--- src/include/ccr_pkg.sv ---
// package: register map, field positions and carrier types for the comparator control bank
package ccr_pkg;

    // register indices; byte address is four times the index
    localparam logic [3:0] CCR_IDX_CS  = 4'h0;
    localparam logic [3:0] CCR_IDX_SEL = 4'h1;
    localparam logic [3:0] CCR_IDX_DAC = 4'h2;
    localparam logic [3:0] CCR_IDX_PIN = 4'h3;

    // control-status fields
    localparam int CCR_CS_ENABLE = 7;
    localparam int CCR_CS_HYST   = 6;
    localparam int CCR_CS_FLAG   = 5;
    localparam int CCR_CS_IRQEN  = 4;
    localparam int CCR_CS_OUT    = 3;
    localparam int CCR_CS_PINEN  = 2;
    localparam int CCR_CS_MODE_L = 0;

    // input-select fields
    localparam int CCR_SEL_POS_L = 4;
    localparam int CCR_SEL_NEG_L = 0;

    // ladder fields
    localparam int CCR_DAC_EN    = 7;
    localparam int CCR_DAC_SRC   = 6;
    localparam int CCR_DAC_LVL_L = 0;

    // reset values
    localparam logic [7:0] CCR_CS_RESET  = 8'h00;
    localparam logic [7:0] CCR_SEL_RESET = 8'h00;
    localparam logic [7:0] CCR_DAC_RESET = 8'h00;
    localparam logic [2:0] CCR_PIN_RESET = 3'h0;

    // edge-sensitivity codes
    localparam logic [1:0] CCR_MODE_FALL0 = 2'h0;
    localparam logic [1:0] CCR_MODE_RISE  = 2'h1;
    localparam logic [1:0] CCR_MODE_FALL2 = 2'h2;
    localparam logic [1:0] CCR_MODE_BOTH  = 2'h3;

    typedef struct packed {
        logic [31:0] adr;
        logic [31:0] dat;
        logic [3:0]  sel;
        logic        we;
        logic        cyc;
        logic        stb;
    } ccr_wb_req_t;

    typedef struct packed {
        logic [31:0] dat;
        logic        ack;
    } ccr_wb_rsp_t;

    typedef struct packed {
        logic       comparatorEnable;
        logic       hysteresisSelect;
        logic [1:0] positiveInputSelect;
        logic [1:0] negativeInputSelect;
        logic       outputPinEnable;
        logic       ladderEnable;
        logic       ladderSourceSelect;
        logic [5:0] ladderLevel;
        logic [2:0] externalInputAllow;
    } ccr_analog_t;

    typedef struct packed {
        logic       comparatorEnable;
        logic       hysteresisSelect;
        logic       edgeFlag;
        logic       edgeIrqEnable;
        logic       outputPinEnable;
        logic [1:0] edgeSensitivity;
        logic [1:0] positiveInputSelect;
        logic [1:0] negativeInputSelect;
        logic [7:0] ladder;
        logic [2:0] inputAllow;
        logic       sync1;
        logic       sync2;
        logic       syncPrev;
        logic       pinOut;
        logic       irq;
        logic       ack;
        logic [31:0] rdat;
    } ccr_state_t;

endpackage

--- src/rtl/ccr_comparator_control_regs.sv ---
// comparator control register bank with synchronised output, edge flag and interrupt
`timescale 1ns/1ps

module ccr_comparator_control_regs
(
    input  wire logic                 clock,
    input  wire logic                 rst_n,
    input  wire ccr_pkg::ccr_wb_req_t wbReq,
    output      ccr_pkg::ccr_wb_rsp_t wbRsp,
    input  wire logic                 rawCompareOut,
    output      ccr_pkg::ccr_analog_t analogCtrl,
    output logic                      comparePadOut,
    output logic                      edgeIrq
);
    import ccr_pkg::*;

    ccr_state_t stateReg;
    ccr_state_t stateNext;

    logic       access;
    logic       wrLow;
    logic [3:0] index;
    logic       rise;
    logic       fall;
    logic       edgeHit;
    logic [7:0] csRead;

    always_comb
    begin
        stateNext = stateReg;
        index     = wbReq.adr[5:2];
        // a new access is taken only when ack is low, so each gets one ack pulse
        access    = wbReq.cyc && wbReq.stb && !stateReg.ack;
        wrLow     = access && wbReq.we && wbReq.sel[0] && (wbReq.adr[31:6] == 26'h0);

        // the second stage is the only reader of the first
        stateNext.sync1    = rawCompareOut;
        stateNext.sync2    = stateReg.sync1;
        // gating after the synchroniser keeps a disabled comparator reading 0
        stateNext.syncPrev = stateReg.sync2 && stateReg.comparatorEnable;
        rise = stateNext.syncPrev && !stateReg.syncPrev;
        fall = !stateNext.syncPrev && stateReg.syncPrev;

        case (stateReg.edgeSensitivity)
            CCR_MODE_FALL0: edgeHit = fall;
            CCR_MODE_RISE:  edgeHit = rise;
            CCR_MODE_FALL2: edgeHit = fall;
            CCR_MODE_BOTH:  edgeHit = rise || fall;
            default:        edgeHit = 1'b0;
        endcase

        csRead = {stateReg.comparatorEnable, stateReg.hysteresisSelect,
                  stateReg.edgeFlag, stateReg.edgeIrqEnable, stateReg.syncPrev,
                  stateReg.outputPinEnable, stateReg.edgeSensitivity};

        if (wrLow)
        begin
            case (index)
                CCR_IDX_CS:
                begin
                    stateNext.comparatorEnable = wbReq.dat[CCR_CS_ENABLE];
                    stateNext.hysteresisSelect = wbReq.dat[CCR_CS_HYST];
                    stateNext.edgeIrqEnable    = wbReq.dat[CCR_CS_IRQEN];
                    stateNext.outputPinEnable  = wbReq.dat[CCR_CS_PINEN];
                    stateNext.edgeSensitivity  = wbReq.dat[CCR_CS_MODE_L +: 2];
                    if (!wbReq.dat[CCR_CS_FLAG])
                    begin
                        stateNext.edgeFlag = 1'b0;
                    end
                end
                CCR_IDX_SEL:
                begin
                    stateNext.positiveInputSelect = wbReq.dat[CCR_SEL_POS_L +: 2];
                    stateNext.negativeInputSelect = wbReq.dat[CCR_SEL_NEG_L +: 2];
                end
                CCR_IDX_DAC:
                begin
                    stateNext.ladder = wbReq.dat[7:0];
                end
                CCR_IDX_PIN:
                begin
                    stateNext.inputAllow = wbReq.dat[2:0];
                end
                default:
                begin
                    stateNext.ladder = stateReg.ladder;
                end
            endcase
        end

        // set wins over a clearing write in the same cycle
        if (edgeHit)
        begin
            stateNext.edgeFlag = 1'b1;
        end

        stateNext.irq    = stateNext.edgeFlag && stateNext.edgeIrqEnable;
        stateNext.pinOut = stateNext.syncPrev && stateNext.outputPinEnable;
        stateNext.ack    = access;
        stateNext.rdat   = 32'h0;
        if (access && !wbReq.we && (wbReq.adr[31:6] == 26'h0))
        begin
            case (index)
                CCR_IDX_CS:  stateNext.rdat = {24'h0, csRead};
                CCR_IDX_SEL: stateNext.rdat = {26'h0, stateReg.positiveInputSelect,
                                               2'h0, stateReg.negativeInputSelect};
                CCR_IDX_DAC: stateNext.rdat = {24'h0, stateReg.ladder};
                CCR_IDX_PIN: stateNext.rdat = {29'h0, stateReg.inputAllow};
                default:     stateNext.rdat = 32'h0;
            endcase
        end
    end

    always_ff @(posedge clock)
    begin
        if (!rst_n)
        begin
            // everything to defaults: comparator and ladder off
            stateReg                     <= '0;
            stateReg.comparatorEnable    <= CCR_CS_RESET[CCR_CS_ENABLE];
            stateReg.hysteresisSelect    <= CCR_CS_RESET[CCR_CS_HYST];
            stateReg.edgeFlag            <= CCR_CS_RESET[CCR_CS_FLAG];
            stateReg.edgeIrqEnable       <= CCR_CS_RESET[CCR_CS_IRQEN];
            stateReg.outputPinEnable     <= CCR_CS_RESET[CCR_CS_PINEN];
            stateReg.edgeSensitivity     <= CCR_CS_RESET[CCR_CS_MODE_L +: 2];
            stateReg.positiveInputSelect <= CCR_SEL_RESET[CCR_SEL_POS_L +: 2];
            stateReg.negativeInputSelect <= CCR_SEL_RESET[CCR_SEL_NEG_L +: 2];
            stateReg.ladder              <= CCR_DAC_RESET;
            stateReg.inputAllow          <= CCR_PIN_RESET;
            stateReg.syncPrev            <= 1'b0;
        end
        else
        begin
            stateReg <= stateNext;
        end
    end

    assign wbRsp.ack = stateReg.ack;
    assign wbRsp.dat = stateReg.rdat;
    assign comparePadOut = stateReg.pinOut;
    assign edgeIrq       = stateReg.irq;

    assign analogCtrl.comparatorEnable    = stateReg.comparatorEnable;
    assign analogCtrl.hysteresisSelect    = stateReg.hysteresisSelect;
    assign analogCtrl.positiveInputSelect = stateReg.positiveInputSelect;
    assign analogCtrl.negativeInputSelect = stateReg.negativeInputSelect;
    assign analogCtrl.outputPinEnable     = stateReg.outputPinEnable;
    assign analogCtrl.ladderEnable        = stateReg.ladder[CCR_DAC_EN];
    assign analogCtrl.ladderSourceSelect  = stateReg.ladder[CCR_DAC_SRC];
    assign analogCtrl.ladderLevel         = stateReg.ladder[CCR_DAC_LVL_L +: 6];
    assign analogCtrl.externalInputAllow  = stateReg.inputAllow;

endmodule

--- config.mk ---
export PLATFORM = sky130hd
export DESIGN_NAME = ccr_comparator_control_regs
export DESIGN_NICKNAME = d
export VERILOG_FILES = /design/src/include/ccr_pkg.sv /design/src/rtl/ccr_comparator_control_regs.sv
export SDC_FILE = /design/constraint.sdc
export NUM_CORES = 1
export LEC_CHECK = 0
export ABC_CLOCK_PERIOD_IN_PS = 2370
export BUFFER_PORTS_ARGS = -buffer_cell sky130_fd_sc_hd__clkbuf_2
export CAP_MARGIN = 15
export CORE_MARGIN = 4
export CORE_UTILIZATION = 42
export DETAILED_ROUTE_END_ITERATION = 7
export PLACE_DENSITY_LB_ADDON = 0.2
export SYNTH_ARGS = -nofsm -noshare
export SYNTH_HDL_FRONTEND = slang
export SYNTH_SLANG_ARGS = --single-unit
export TNS_END_PERCENT = 100
--- constraint.sdc ---
create_clock -name clock -period 2.37 [get_ports clock]
set_input_delay 0.474 -clock clock [delete_from_list [all_inputs] [get_ports clock]]
set_output_delay 0.474 -clock clock [all_outputs]
set_load 0.02 [all_outputs]
* After elaboration in Yosys (flattened, before gate mapping)
Index checks and enable logic that the tools add are counted.
Word-level totals: bits in registers 60, input port bits 74, output and inout bits 53, word-level logic and storage cells 58
Operators by class: eq/ne operators 6, mux-type cells 9, reduce and logical (&&, ||, !) cells 26
Operator list (count):
- 8-bit case mux with 4 select lines | 1
- 26-bit logical NOT | 1
- 20-bit 2-to-1 mux | 1
- 1-bit logical AND | 12
- 2-bit AND reduction | 5
- 4-bit by 2-bit == test with 1-bit output (second input constant) | 2
- 8-bit 2-to-1 mux | 1
- 5-bit 2-to-1 mux | 1
- 2-bit == test (second input constant) | 2
- 4-bit by 1-bit == test with 1-bit output (second input constant) | 1
- 1-bit logical NOT | 4
- 4-bit logical NOT | 1
- 4-bit 2-to-1 mux | 1
- 3-bit 2-to-1 mux | 1
- 1-bit case mux with 3 select lines | 1
- 2-bit by 1-bit == test with 1-bit output (second input constant) | 1
- 2-bit logical NOT | 1
- 1-bit 2-to-1 mux | 2
- 2-bit OR reduction | 1
- 1-bit logical OR | 1

* Longest topological paths before layout
Gate-level depths: netlist of the first run.
word-level depth 8, mapped depth 7, gate-level depth less buffers 7

* Least setup slack after synthesis of the first run
No wires, ideal clock.
kind input -> register, start point in wbReq[46] (netlist bit), end point reg stateReg (netlist bit analogCtrl[1]), setup time 0.120 ns, arrival 1.724 ns, required time 2.250 ns, path slack 0.525 ns, cell stages on the path 5, buffers on the path 1, cells stage by stage nor4_2 > nand4_2 > or4_1 > buf_2 > mux2i_1
On the way: word-level cells in the longest chain between the ends 3
RTL lines:
- start: declaration | RTL line ccr_comparator_control_regs.sv:8 | input wire ccr_pkg::ccr_wb_req_t wbReq,
- 26-bit logical NOT | RTL line ccr_comparator_control_regs.sv:34 | wrLow = access && wbReq.we && wbReq.sel[0] && (wbReq.adr[31:6] == 26'h0);
- 1-bit logical AND | RTL line ccr_comparator_control_regs.sv:34
- 2-bit AND reduction (no line)
- end signal: assignment | RTL line ccr_comparator_control_regs.sv:134 | stateReg <= stateNext;
- end: declaration | RTL line ccr_comparator_control_regs.sv:17 | ccr_state_t stateReg;
Every way passes these cells. A chain may end at the register's enable or synchronous reset.

* Final worst setup path of the first run
start point in wbReq[57] (netlist bit), end point reg stateReg (netlist bit analogCtrl[1])
The elaborated chain is that of the path after synthesis.

==> impl_metrics.env, run 1 <==
export IMPL_status="finished clean"
export IMPL_pwr_density_cell_nw_per_um2=516
export IMPL_drive_gt1_share_pct=36.0
export IMPL_crit_family="simple AND/OR/NAND/NOR gates"
export IMPL_synth_top_cell_area_share_pct=36.5
export IMPL_cpMaxStageDelayCell="or4_1"
export IMPL_post_cts_setup_buffers=0
export IMPL_p_leak_nw=1.02
export IMPL_path_max_fanout=5
export IMPL_drt_pass1_iter_count=5
export IMPL_clock_latency_ns=0.28
export IMPL_clock_sinks=36
export IMPL_fin_ws_ns=0.530
export IMPL_final_common_cell="clkbuf_2"
export IMPL_syn_inst=215
export IMPL_tightest_slew_ns=0.496
export IMPL_dieWidth_um=76.5
export IMPL_std_cell_rows=24
export IMPL_hp_class="primary input to flip-flop"
export IMPL_final_setup_tns_ns=0
export IMPL_internal_power_mw=0.846
export IMPL_critPathBufInv=1
export IMPL_drcViolationCount=0
export IMPL_finalSetupViolations=0
export IMPL_crit_type="primary input to flip-flop"
export IMPL_hpwl_um=3180
export IMPL_combPwrFrac_pct=10.1
export IMPL_slew_headroom_pct=66.7
export IMPL_ys_ff_latch=36
export IMPL_area_delta_synth_final_pct=10.8
export IMPL_hold_violations=0
export IMPL_nets=337
export IMPL_track_usage_pct=13.8
export IMPL_ys_seq_area_share_pct=36.5
export IMPL_syn_area_per_cell_um2=9.17
export IMPL_wl_um=4000
export IMPL_ys_warn_count=0
export IMPL_fmaxAchievable_ghz=0.544
export IMPL_die_h_um=76.5
export IMPL_ios=127
export IMPL_clock_power_share_pct=36.0
export IMPL_yosys_area_top_type="dfxtp_1"
export IMPL_slew_violations=0
export IMPL_mostFrequentLayoutCells="73 x clkbuf_2, 36 x dfxtp_1, 33 x nand2_1"
export IMPL_antenna_cells=0
export IMPL_skew_ns=0.00140
export IMPL_ant_nets=0
export IMPL_cts_resized=0
export IMPL_rsz0062_at_grt="no"
export IMPL_holdBufCountCts=0
export IMPL_synth_area_leaders="dfxtp_1 37%, buf_4 19%, mux2i_1 14%"
export IMPL_cap_viol_max_count=0
export IMPL_grt_pass1_wl_um=6530
export IMPL_period_share_pct=77.6
export IMPL_via_count=1446
export IMPL_fin_crit_ns=1.84
export IMPL_ctsRootBufferMaster="clkbuf_8"
export IMPL_initial_core_util_pct=44.4
export IMPL_cp_cell_sequence="clkbuf_2 > nor4_1 > nand3_1 > or4_1 > mux2i_1"
export IMPL_worst_ir_drop_vdd_mv=0.386
export IMPL_grt_max_degree=35
export IMPL_drtIter0Drc=62
export IMPL_grt_pass1_vias=1396
export IMPL_clock_path_buffers=2
export IMPL_viasPerCell=4.62
export IMPL_grt_ovfl_total=0
export IMPL_max_stage_delay_ns=0.71
export IMPL_htreeDepth=2
export IMPL_gp_congestion=0.722
export IMPL_critPathLaunchType="primary input"
export IMPL_netlist_area_um2=1970
export IMPL_p_switching_mw=0.282
export IMPL_ys_types=34
export IMPL_worstPathArrival_ns=2.01
export IMPL_cts_clk_slew_worst_paths_ns=0.07
export IMPL_swShare_pct=25.0
export IMPL_seq_power_share_pct=53.9
export IMPL_core_area_um2=4440
export IMPL_numCtsBuffers=5
export IMPL_cts_tree="built"
export IMPL_post_drt_wl_per_cell_um=12.8
export IMPL_critPathRequiredTime_ns=2.54
export IMPL_antenna_found_initial=0
export IMPL_end_kind="flip-flop"
export IMPL_pre_cts_ws_ns=0.207
export IMPL_die_area_um2=5860
export IMPL_port_buffers=73
export IMPL_utilization_pct=49.2
export IMPL_p_total_mw=1.13
[flip-flops by register name (all words and copies together) (netlist names)]
signal	cells
comparePadOut	1
analogCtrl	18
stateReg	1
wbRsp	9
stateNext	1
csRead	5
edgeIrq	1
[stage by stage]
step                      instances  cell area [µm²]  hold WS (ns)
final                           313             2180         0.393
after global routing            313             2180         0.390
after CTS                       313             2180         0.382
after detailed placement        306             2110         0.424
after global placement          306             2110         0.415
after floorplan                 238             2060         0.412
[per-layer routing]
layer / vias to the layer above / wire length (µm) / track usage [%]
li1: 737 / - / -
met1: 645 / 1700 / 16.1
met2: 59 / 1920 / 22.8
met3: 5 / 344 / 5.79
met4: 0 / 45 / 4.35
met5: - / 0 / 0
[synthesized netlist by cell type]
cell,n
o21bai_1,2
mux2i_1,28
or4_1,1
and3_1,1
nor4b_1,2
mux4_2,2
nand4_2,1
nor2_1,10
ha_1,2
buf_1,1
a22oi_1,1
nand2b_1,3
and3b_1,1
mux2_2,1
buf_4,51
a31oi_1,1
nand2_1,33
nand4_1,1
nor2b_1,3
dfxtp_1,36
nand3_1,1
or2_2,1
a21oi_1,3
or3_1,1
o21ai_0,1
nor4_2,3
and2_1,4
inv_1,2
nor4_1,6
nand4b_1,1
nor4_4,1
buf_2,3
clkbuf_1,6
conb_1,1
[power groups by stage]
stage	registers [mW]	logic [mW]	clock network, mW
after global placement	0.621	0.113	0
final	0.608	0.114	0.406
after floorplan	0.621	0.0987	0
after global routing	0.607	0.125	0.442
after CTS	0.607	0.114	0.421
after detailed placement	0.621	0.114	0
[cells by family (layout without fill, tap and decap cells)]
family,after synthesis,count (layout),share of synthesized area (%)
AND/OR/NAND/NOR,74,74,20.6
flip-flops,36,36,36.5
AO/OA/AOI/OAI,8,8,2.47
multiplexers,31,31,17.1
buffers and inverters,63,86,21.9
other,1,24,0.190
adder cells (fa/ha/maj),2,2,1.27
[worst paths after layout]
path,end,cells after the start,startpoint,slack [ns]
worst min-delay path,stateNext[36],2,rawCompareOut,0.39
worst min register to register,stateReg[36],1,stateNext[36],0.43
worst max register to register,analogCtrl[1],4,wbRsp[0],0.59
worst max-delay path,analogCtrl[1],5,wbReq[57],0.53
[area by class of cell]
type | count | area, µm²
sequential | 36 | 721
clock inverter | 1 | 5.00
fill | 440 | 2260
multi-input combinational | 139 | 918
timing repair buffer | 77 | 395
clock buffer | 6 | 72.6
inverter | 2 | 7.51
tap | 52 | 65.1
Power figures use the tool's default switching activity.
==> run 2, diff against run 1 <==
ABC_CLOCK_PERIOD_IN_PS = 1600   (was 2370)
CORE_UTILIZATION = 38   (was 42)
clock period = 1.6 ns   (was 2.37 ns; I/O delays follow)
==> run 2 against run 1 <==
Total power increased by 74%. Non-clock buffer count is 10 higher. Clock power up 110%. Combinational power up 71%.
==> impl_metrics.env, run 2 (synthesis results as in run 1) <==
export IMPL_numCtsBuffers=5
export IMPL_ctsRootBufferMaster="clkbuf_8"
export IMPL_mostFrequentLayoutCells="73 x clkbuf_2, 36 x dfxtp_1, 33 x nand2_1"
export IMPL_reg2reg_depth=6
export IMPL_r2r_slack_ns=0.003
export IMPL_final_common_cell="clkbuf_2"
export IMPL_hold_violations=0
export IMPL_track_usage_pct=14.3
export IMPL_p_leak_nw=1.14
export IMPL_std_cell_rows=25
export IMPL_seq_area_um2=721
export IMPL_fmaxAchievable_ghz=0.626
export IMPL_finalSetupViolations=0
export IMPL_path_max_fanout=5
export IMPL_worst_ir_drop_vdd_mv=0.502
export IMPL_seq_power_share_pct=45.8
export IMPL_cpMaxStageDelayCell="dfxtp_1"
export IMPL_gp_congestion=0.765
export IMPL_crit_top_cell="buf_4"
export IMPL_placed_cells=329
export IMPL_p_switching_mw=0.449
export IMPL_critPathRequiredTime_ns=1.81
export IMPL_drtIter0Drc=46
export IMPL_die_h_um=80.0
export IMPL_slew_violations=0
export IMPL_period_share_pct=99.8
export IMPL_nets=347
export IMPL_cap_viol_max_count=0
export IMPL_clock_path_buffers=2
export IMPL_htreeDepth=2
export IMPL_drt_pass1_iter_count=4
export IMPL_wl_met1_um=1910
export IMPL_p_total_mw=1.97
export IMPL_wl_um=4450
export IMPL_swShare_pct=22.8
export IMPL_die_area_um2=6410
export IMPL_post_drt_wl_per_cell_um=13.1
export IMPL_holdPathEnd="stateNext[36]"
export IMPL_wl_met2_um=2220
export IMPL_grt_max_degree=35
export IMPL_internal_power_mw=1.52
export IMPL_drcViolationCount=0
export IMPL_min_delay_start="rawCompareOut"
export IMPL_fin_crit_ns=1.60
export IMPL_ant_nets=0
export IMPL_r2r_start="wbRsp[0]"
export IMPL_worstHoldPathCells=2
export IMPL_rsz0062_at_grt="yes"
export IMPL_crit_type="flip-flop to flip-flop"
export IMPL_hpwl_um=3520
export IMPL_pwr_density_cell_nw_per_um2=813
export IMPL_whs_ns=0.236
export IMPL_grt_pass1_wl_um=7080
export IMPL_ios=127
export IMPL_viasPerCell=4.40
export IMPL_core_area_um2=4880
export IMPL_instances_no_fill=339
export IMPL_cts_tree="built"
export IMPL_initial_core_util_pct=40.4
export IMPL_final_setup_tns_ns=0
export IMPL_fin_area_um2=2420
export IMPL_nFillCells=499
export IMPL_cts_clk_slew_worst_paths_ns=0.07
export IMPL_top_layer="met4"
export IMPL_via_count=1491
export IMPL_status="finished clean"
export IMPL_skew_ns=0.00297
export IMPL_utilization_pct=49.6
export IMPL_antenna_cells=0
export IMPL_wl_met3_um=281
export IMPL_area_delta_synth_final_pct=22.7
export IMPL_multi_input_area_um2=1010
export IMPL_holdBufCountCts=0
export IMPL_worstPathArrival_ns=1.81
export IMPL_fin_ws_ns=0.00325
export IMPL_clock_power_share_pct=44.3
export IMPL_worstReg2RegEnd="csRead[4]"
export IMPL_grt_pass1_vias=1482
export IMPL_largest_reg_flops=18
export IMPL_grt_ovfl_total=0
export IMPL_dieWidth_um=80.0
export IMPL_port_buffers=73
export IMPL_cp_cell_sequence="and3b_2 > nand4_1 > buf_4 > nor4b_4 > buf_4 > mux2i_1"
export IMPL_max_stage_delay_ns=0.31
export IMPL_clock_latency_ns=0.29
export IMPL_clock_sinks=36
export IMPL_combPwrFrac_pct=9.9
export IMPL_dpl_cell_area_um2=2250
export IMPL_hp_class="primary input to flip-flop"
export IMPL_antenna_found_initial=0
export IMPL_drive_gt1_share_pct=41.2
export IMPL_critPathLaunchType="flip-flop"
export IMPL_pre_cts_ws_ns=-0.301
export IMPL_end_kind="flip-flop"
## run 2: cell count changes in the layout (fill, tap and decap cells not counted), sizes merged
cell    change
clkinv      -1
buf        +10
clkbuf      +1
bufinv      +1
## run 2: what timing repair did
action / in CTS / in global routing
buffers inserted: 0 / 1
setup endpoints to repair: 6 / 21
gates cloned: 0 / 1
pin swaps: 0 / 1
gates resized for setup: 3 / 4
## run 2: worst max path at each step
stage                         start             to  slack [ns]  cells past startpoint
after detailed placement  wbReq[47]       wbRsp[4]       -0.30                      5
after CTS                  wbRsp[0]      csRead[4]       -0.01                      6
final                      wbRsp[0]      csRead[4]       0.003                      6
after global routing       wbRsp[0]      csRead[4]       -0.07                      6
after global placement    wbReq[52]       wbRsp[4]       -0.27                      5
after floorplan           wbReq[63]  analogCtrl[1]      -0.008                      5
## run 2: layout make-up
| cell class | instances | area share, % |
|---|---|---|
| clock buffer | 7 | 3.98 |
| clock inverter | 1 | 1.24 |
| inverter | 2 | 0.310 |
| multi-input combinational | 139 | 41.7 |
| sequential | 36 | 29.8 |
| tap | 67 | 3.46 |
| timing repair buffer | 87 | 19.5 |
## run 2: metal layers
metal | vias up | global-route usage (%)
met5 | - | 0
met4 | 0 | 4.05
met3 | 5 | 3.84
met2 | 50 | 24.0
met1 | 683 | 17.9
li1 | 753 | -
## run 2: power groups by stage
stage,combinational [mW],clock [mW],sequential (mW)
2_1_floorplan,0.151,0,0.920
3_3_place_gp,0.190,0,0.920
3_5_place_dp,0.193,0,0.921
4_1_cts,0.194,0.909,0.899
5_1_grt,0.211,0.935,0.900
6_report,0.195,0.872,0.900
## run 2: critical path, delay by kind of cell, from the launching register on
kind          cells  cell delay [ns]
flops             1             0.31
mux               1             0.20
simple gates      3             0.60
buf+inv           2             0.42
==> run 3, diff against run 2 <==
==> constraint.sdc (replaced) <==
create_clock -name clock -period 1.6 [get_ports clock]
set_input_delay 0.32 -clock clock [delete_from_list [all_inputs] [get_ports clock]]
set_output_delay 0.32 -clock clock [all_outputs]
set_load 0.1 [all_outputs]
==> run 3 against run 2 <==
Sequential share of layout area is 0.20 points higher. Sequential power hardly changed. Combinational power is 100% higher.
==> impl_metrics.env, run 3 (synthesis results as in run 1) <==
export IMPL_nets=347
export IMPL_numCtsBuffers=5
export IMPL_core_area_um2=4880
export IMPL_p_leak_nw=1.13
export IMPL_status="finished clean"
export IMPL_p_total_mw=1.96
export IMPL_std_cell_rows=25
export IMPL_via_count=1518
export IMPL_critPathRequiredTime_ns=1.82
export IMPL_hold_violations=0
export IMPL_drive_gt1_share_pct=41.2
export IMPL_antenna_found_initial=0
export IMPL_path_max_fanout=4
export IMPL_fmaxAchievable_ghz=0.626
export IMPL_drcViolationCount=0
export IMPL_area_delta_synth_final_pct=21.9
export IMPL_drtIter0Drc=54
export IMPL_ios=127
export IMPL_finalSetupViolations=0
export IMPL_skew_ns=0.00386
export IMPL_worst_ir_drop_vdd_mv=0.485
export IMPL_ctsRootBufferMaster="clkbuf_8"
export IMPL_final_common_cell="clkbuf_2"
export IMPL_hpwl_um=3410
export IMPL_initial_core_util_pct=40.4
export IMPL_slew_violations=0
export IMPL_largest_reg_flops=18
export IMPL_pwr_density_cell_nw_per_um2=817
export IMPL_viasPerCell=4.48
export IMPL_r2r_start="wbRsp[0]"
export IMPL_crit_type="flip-flop to flip-flop"
export IMPL_dieWidth_um=80.0
export IMPL_r2r_slack_ns=0.004
export IMPL_wl_um=4350
export IMPL_clock_sinks=36
export IMPL_placed_cells=329
export IMPL_hp_class="primary input to flip-flop"
export IMPL_period_share_pct=99.8
export IMPL_cts_clk_slew_worst_paths_ns=0.07
export IMPL_grt_max_degree=35
export IMPL_antenna_cells=0
export IMPL_reg2reg_depth=6
export IMPL_drt_pass1_iter_count=4
export IMPL_end_kind="flip-flop"
export IMPL_htreeDepth=2
export IMPL_clock_path_buffers=2
export IMPL_grt_pass1_vias=1471
export IMPL_holdPathEnd="stateNext[36]"
export IMPL_instances_no_fill=339
export IMPL_slew_headroom_pct=63.2
export IMPL_grt_ovfl_total=0
export IMPL_gp_congestion=0.772
export IMPL_worstHoldPathCells=2
export IMPL_grt_pass1_wl_um=6710
export IMPL_clock_latency_ns=0.29
export IMPL_critPathLaunchType="flip-flop"
export IMPL_ant_nets=0
export IMPL_mostFrequentLayoutCells="72 x clkbuf_2, 36 x dfxtp_1, 33 x nand2_1"
export IMPL_die_area_um2=6410
export IMPL_tightest_slew_ns=0.554
export IMPL_port_buffers=73
export IMPL_post_drt_wl_per_cell_um=12.8
export IMPL_die_h_um=80.0
export IMPL_cap_viol_max_count=0
export IMPL_track_usage_pct=13.8
export IMPL_rsz0062_at_grt="yes"
export IMPL_worstPathArrival_ns=1.82
export IMPL_min_delay_start="rawCompareOut"
export IMPL_cts_tree="built"
export IMPL_worstReg2RegEnd="comparePadOut"
export IMPL_holdBufCountCts=0
export IMPL_fin_crit_ns=1.60
==> run 3: changes by cell type in the layout (fill, tap and decap cells not counted), sizes merged <==
cell	change
bufinv	-1
buf	+1
clkinv	+2
clkbuf	-2
==> run 3: cell type report <==
| type | instances | area (µm²) |
|---|---|---|
| multi-input combinational | 139 | 1020 |
| inverter | 2 | 7.51 |
| timing repair buffer | 87 | 480 |
| sequential | 36 | 721 |
| tap | 67 | 83.8 |
| clock buffer | 6 | 82.6 |
| clock inverter | 2 | 10.0 |
| fill | 502 | 2480 |
==> run 3: worst max-delay path by stage <==
stage	endpoint	from
2_1_floorplan	analogCtrl[1]	wbReq[63]
3_3_place_gp	wbRsp[4]	wbReq[52]
3_5_place_dp	wbRsp[4]	wbReq[52]
4_1_cts	comparePadOut	wbRsp[0]
5_1_grt	csRead[1]	wbRsp[0]
6_report	comparePadOut	wbRsp[0]
==> run 3: power breakdown <==
group,switching (mW),internal (mW),total [mW]
logic,0.327,0.0706,0.398
registers,0.000908,0.899,0.900
clock network,0.323,0.343,0.666
==> run 3: per-layer routing <==
layer	track usage [%]	up-vias	routed length (µm)
li1	-	761	-
met1	16.7	692	1850
met2	22.2	57	2120
met3	4.18	8	315
met4	6.08	0	68
met5	0	-	0
==> run 3: stage by stage <==
| step | TNS [ns] | area (µm²) | util, % | hold WS (ns) | worst slack, ns |
|---|---|---|---|---|---|
| after floorplan | -0.0241 | 2130 | - | 0.412 | -0.00849 |
| after global placement | -5.03 | 2260 | 46.2 | 0.415 | -0.270 |
| after detailed placement | -5.58 | 2260 | 46.2 | 0.419 | -0.280 |
| after CTS | -0.0130 | 2360 | 48.3 | 0.236 | -0.00476 |
| after global routing | -0.666 | 2400 | 49.3 | 0.239 | -0.0699 |
| final | 0 | 2400 | 49.3 | 0.236 | 0.00362 |
==> run 3: worst max-delay path, stage by stage, from the launching register on <==
cell and delay (ns):
dfxtp_1 0.31, and3b_2 0.23, nand4_1 0.12, buf_6 0.17
nor4b_4 0.30, buf_4 0.21, mux2i_1 0.18
==> run 3: what timing repair did <==
action | 4_1_cts | 5_1_grt
buffers inserted | 0 | 1
setup endpoints to repair | 10 | 22
cloned | 0 | 1
pin swaps | 0 | 2
gates resized for setup | 2 | 9
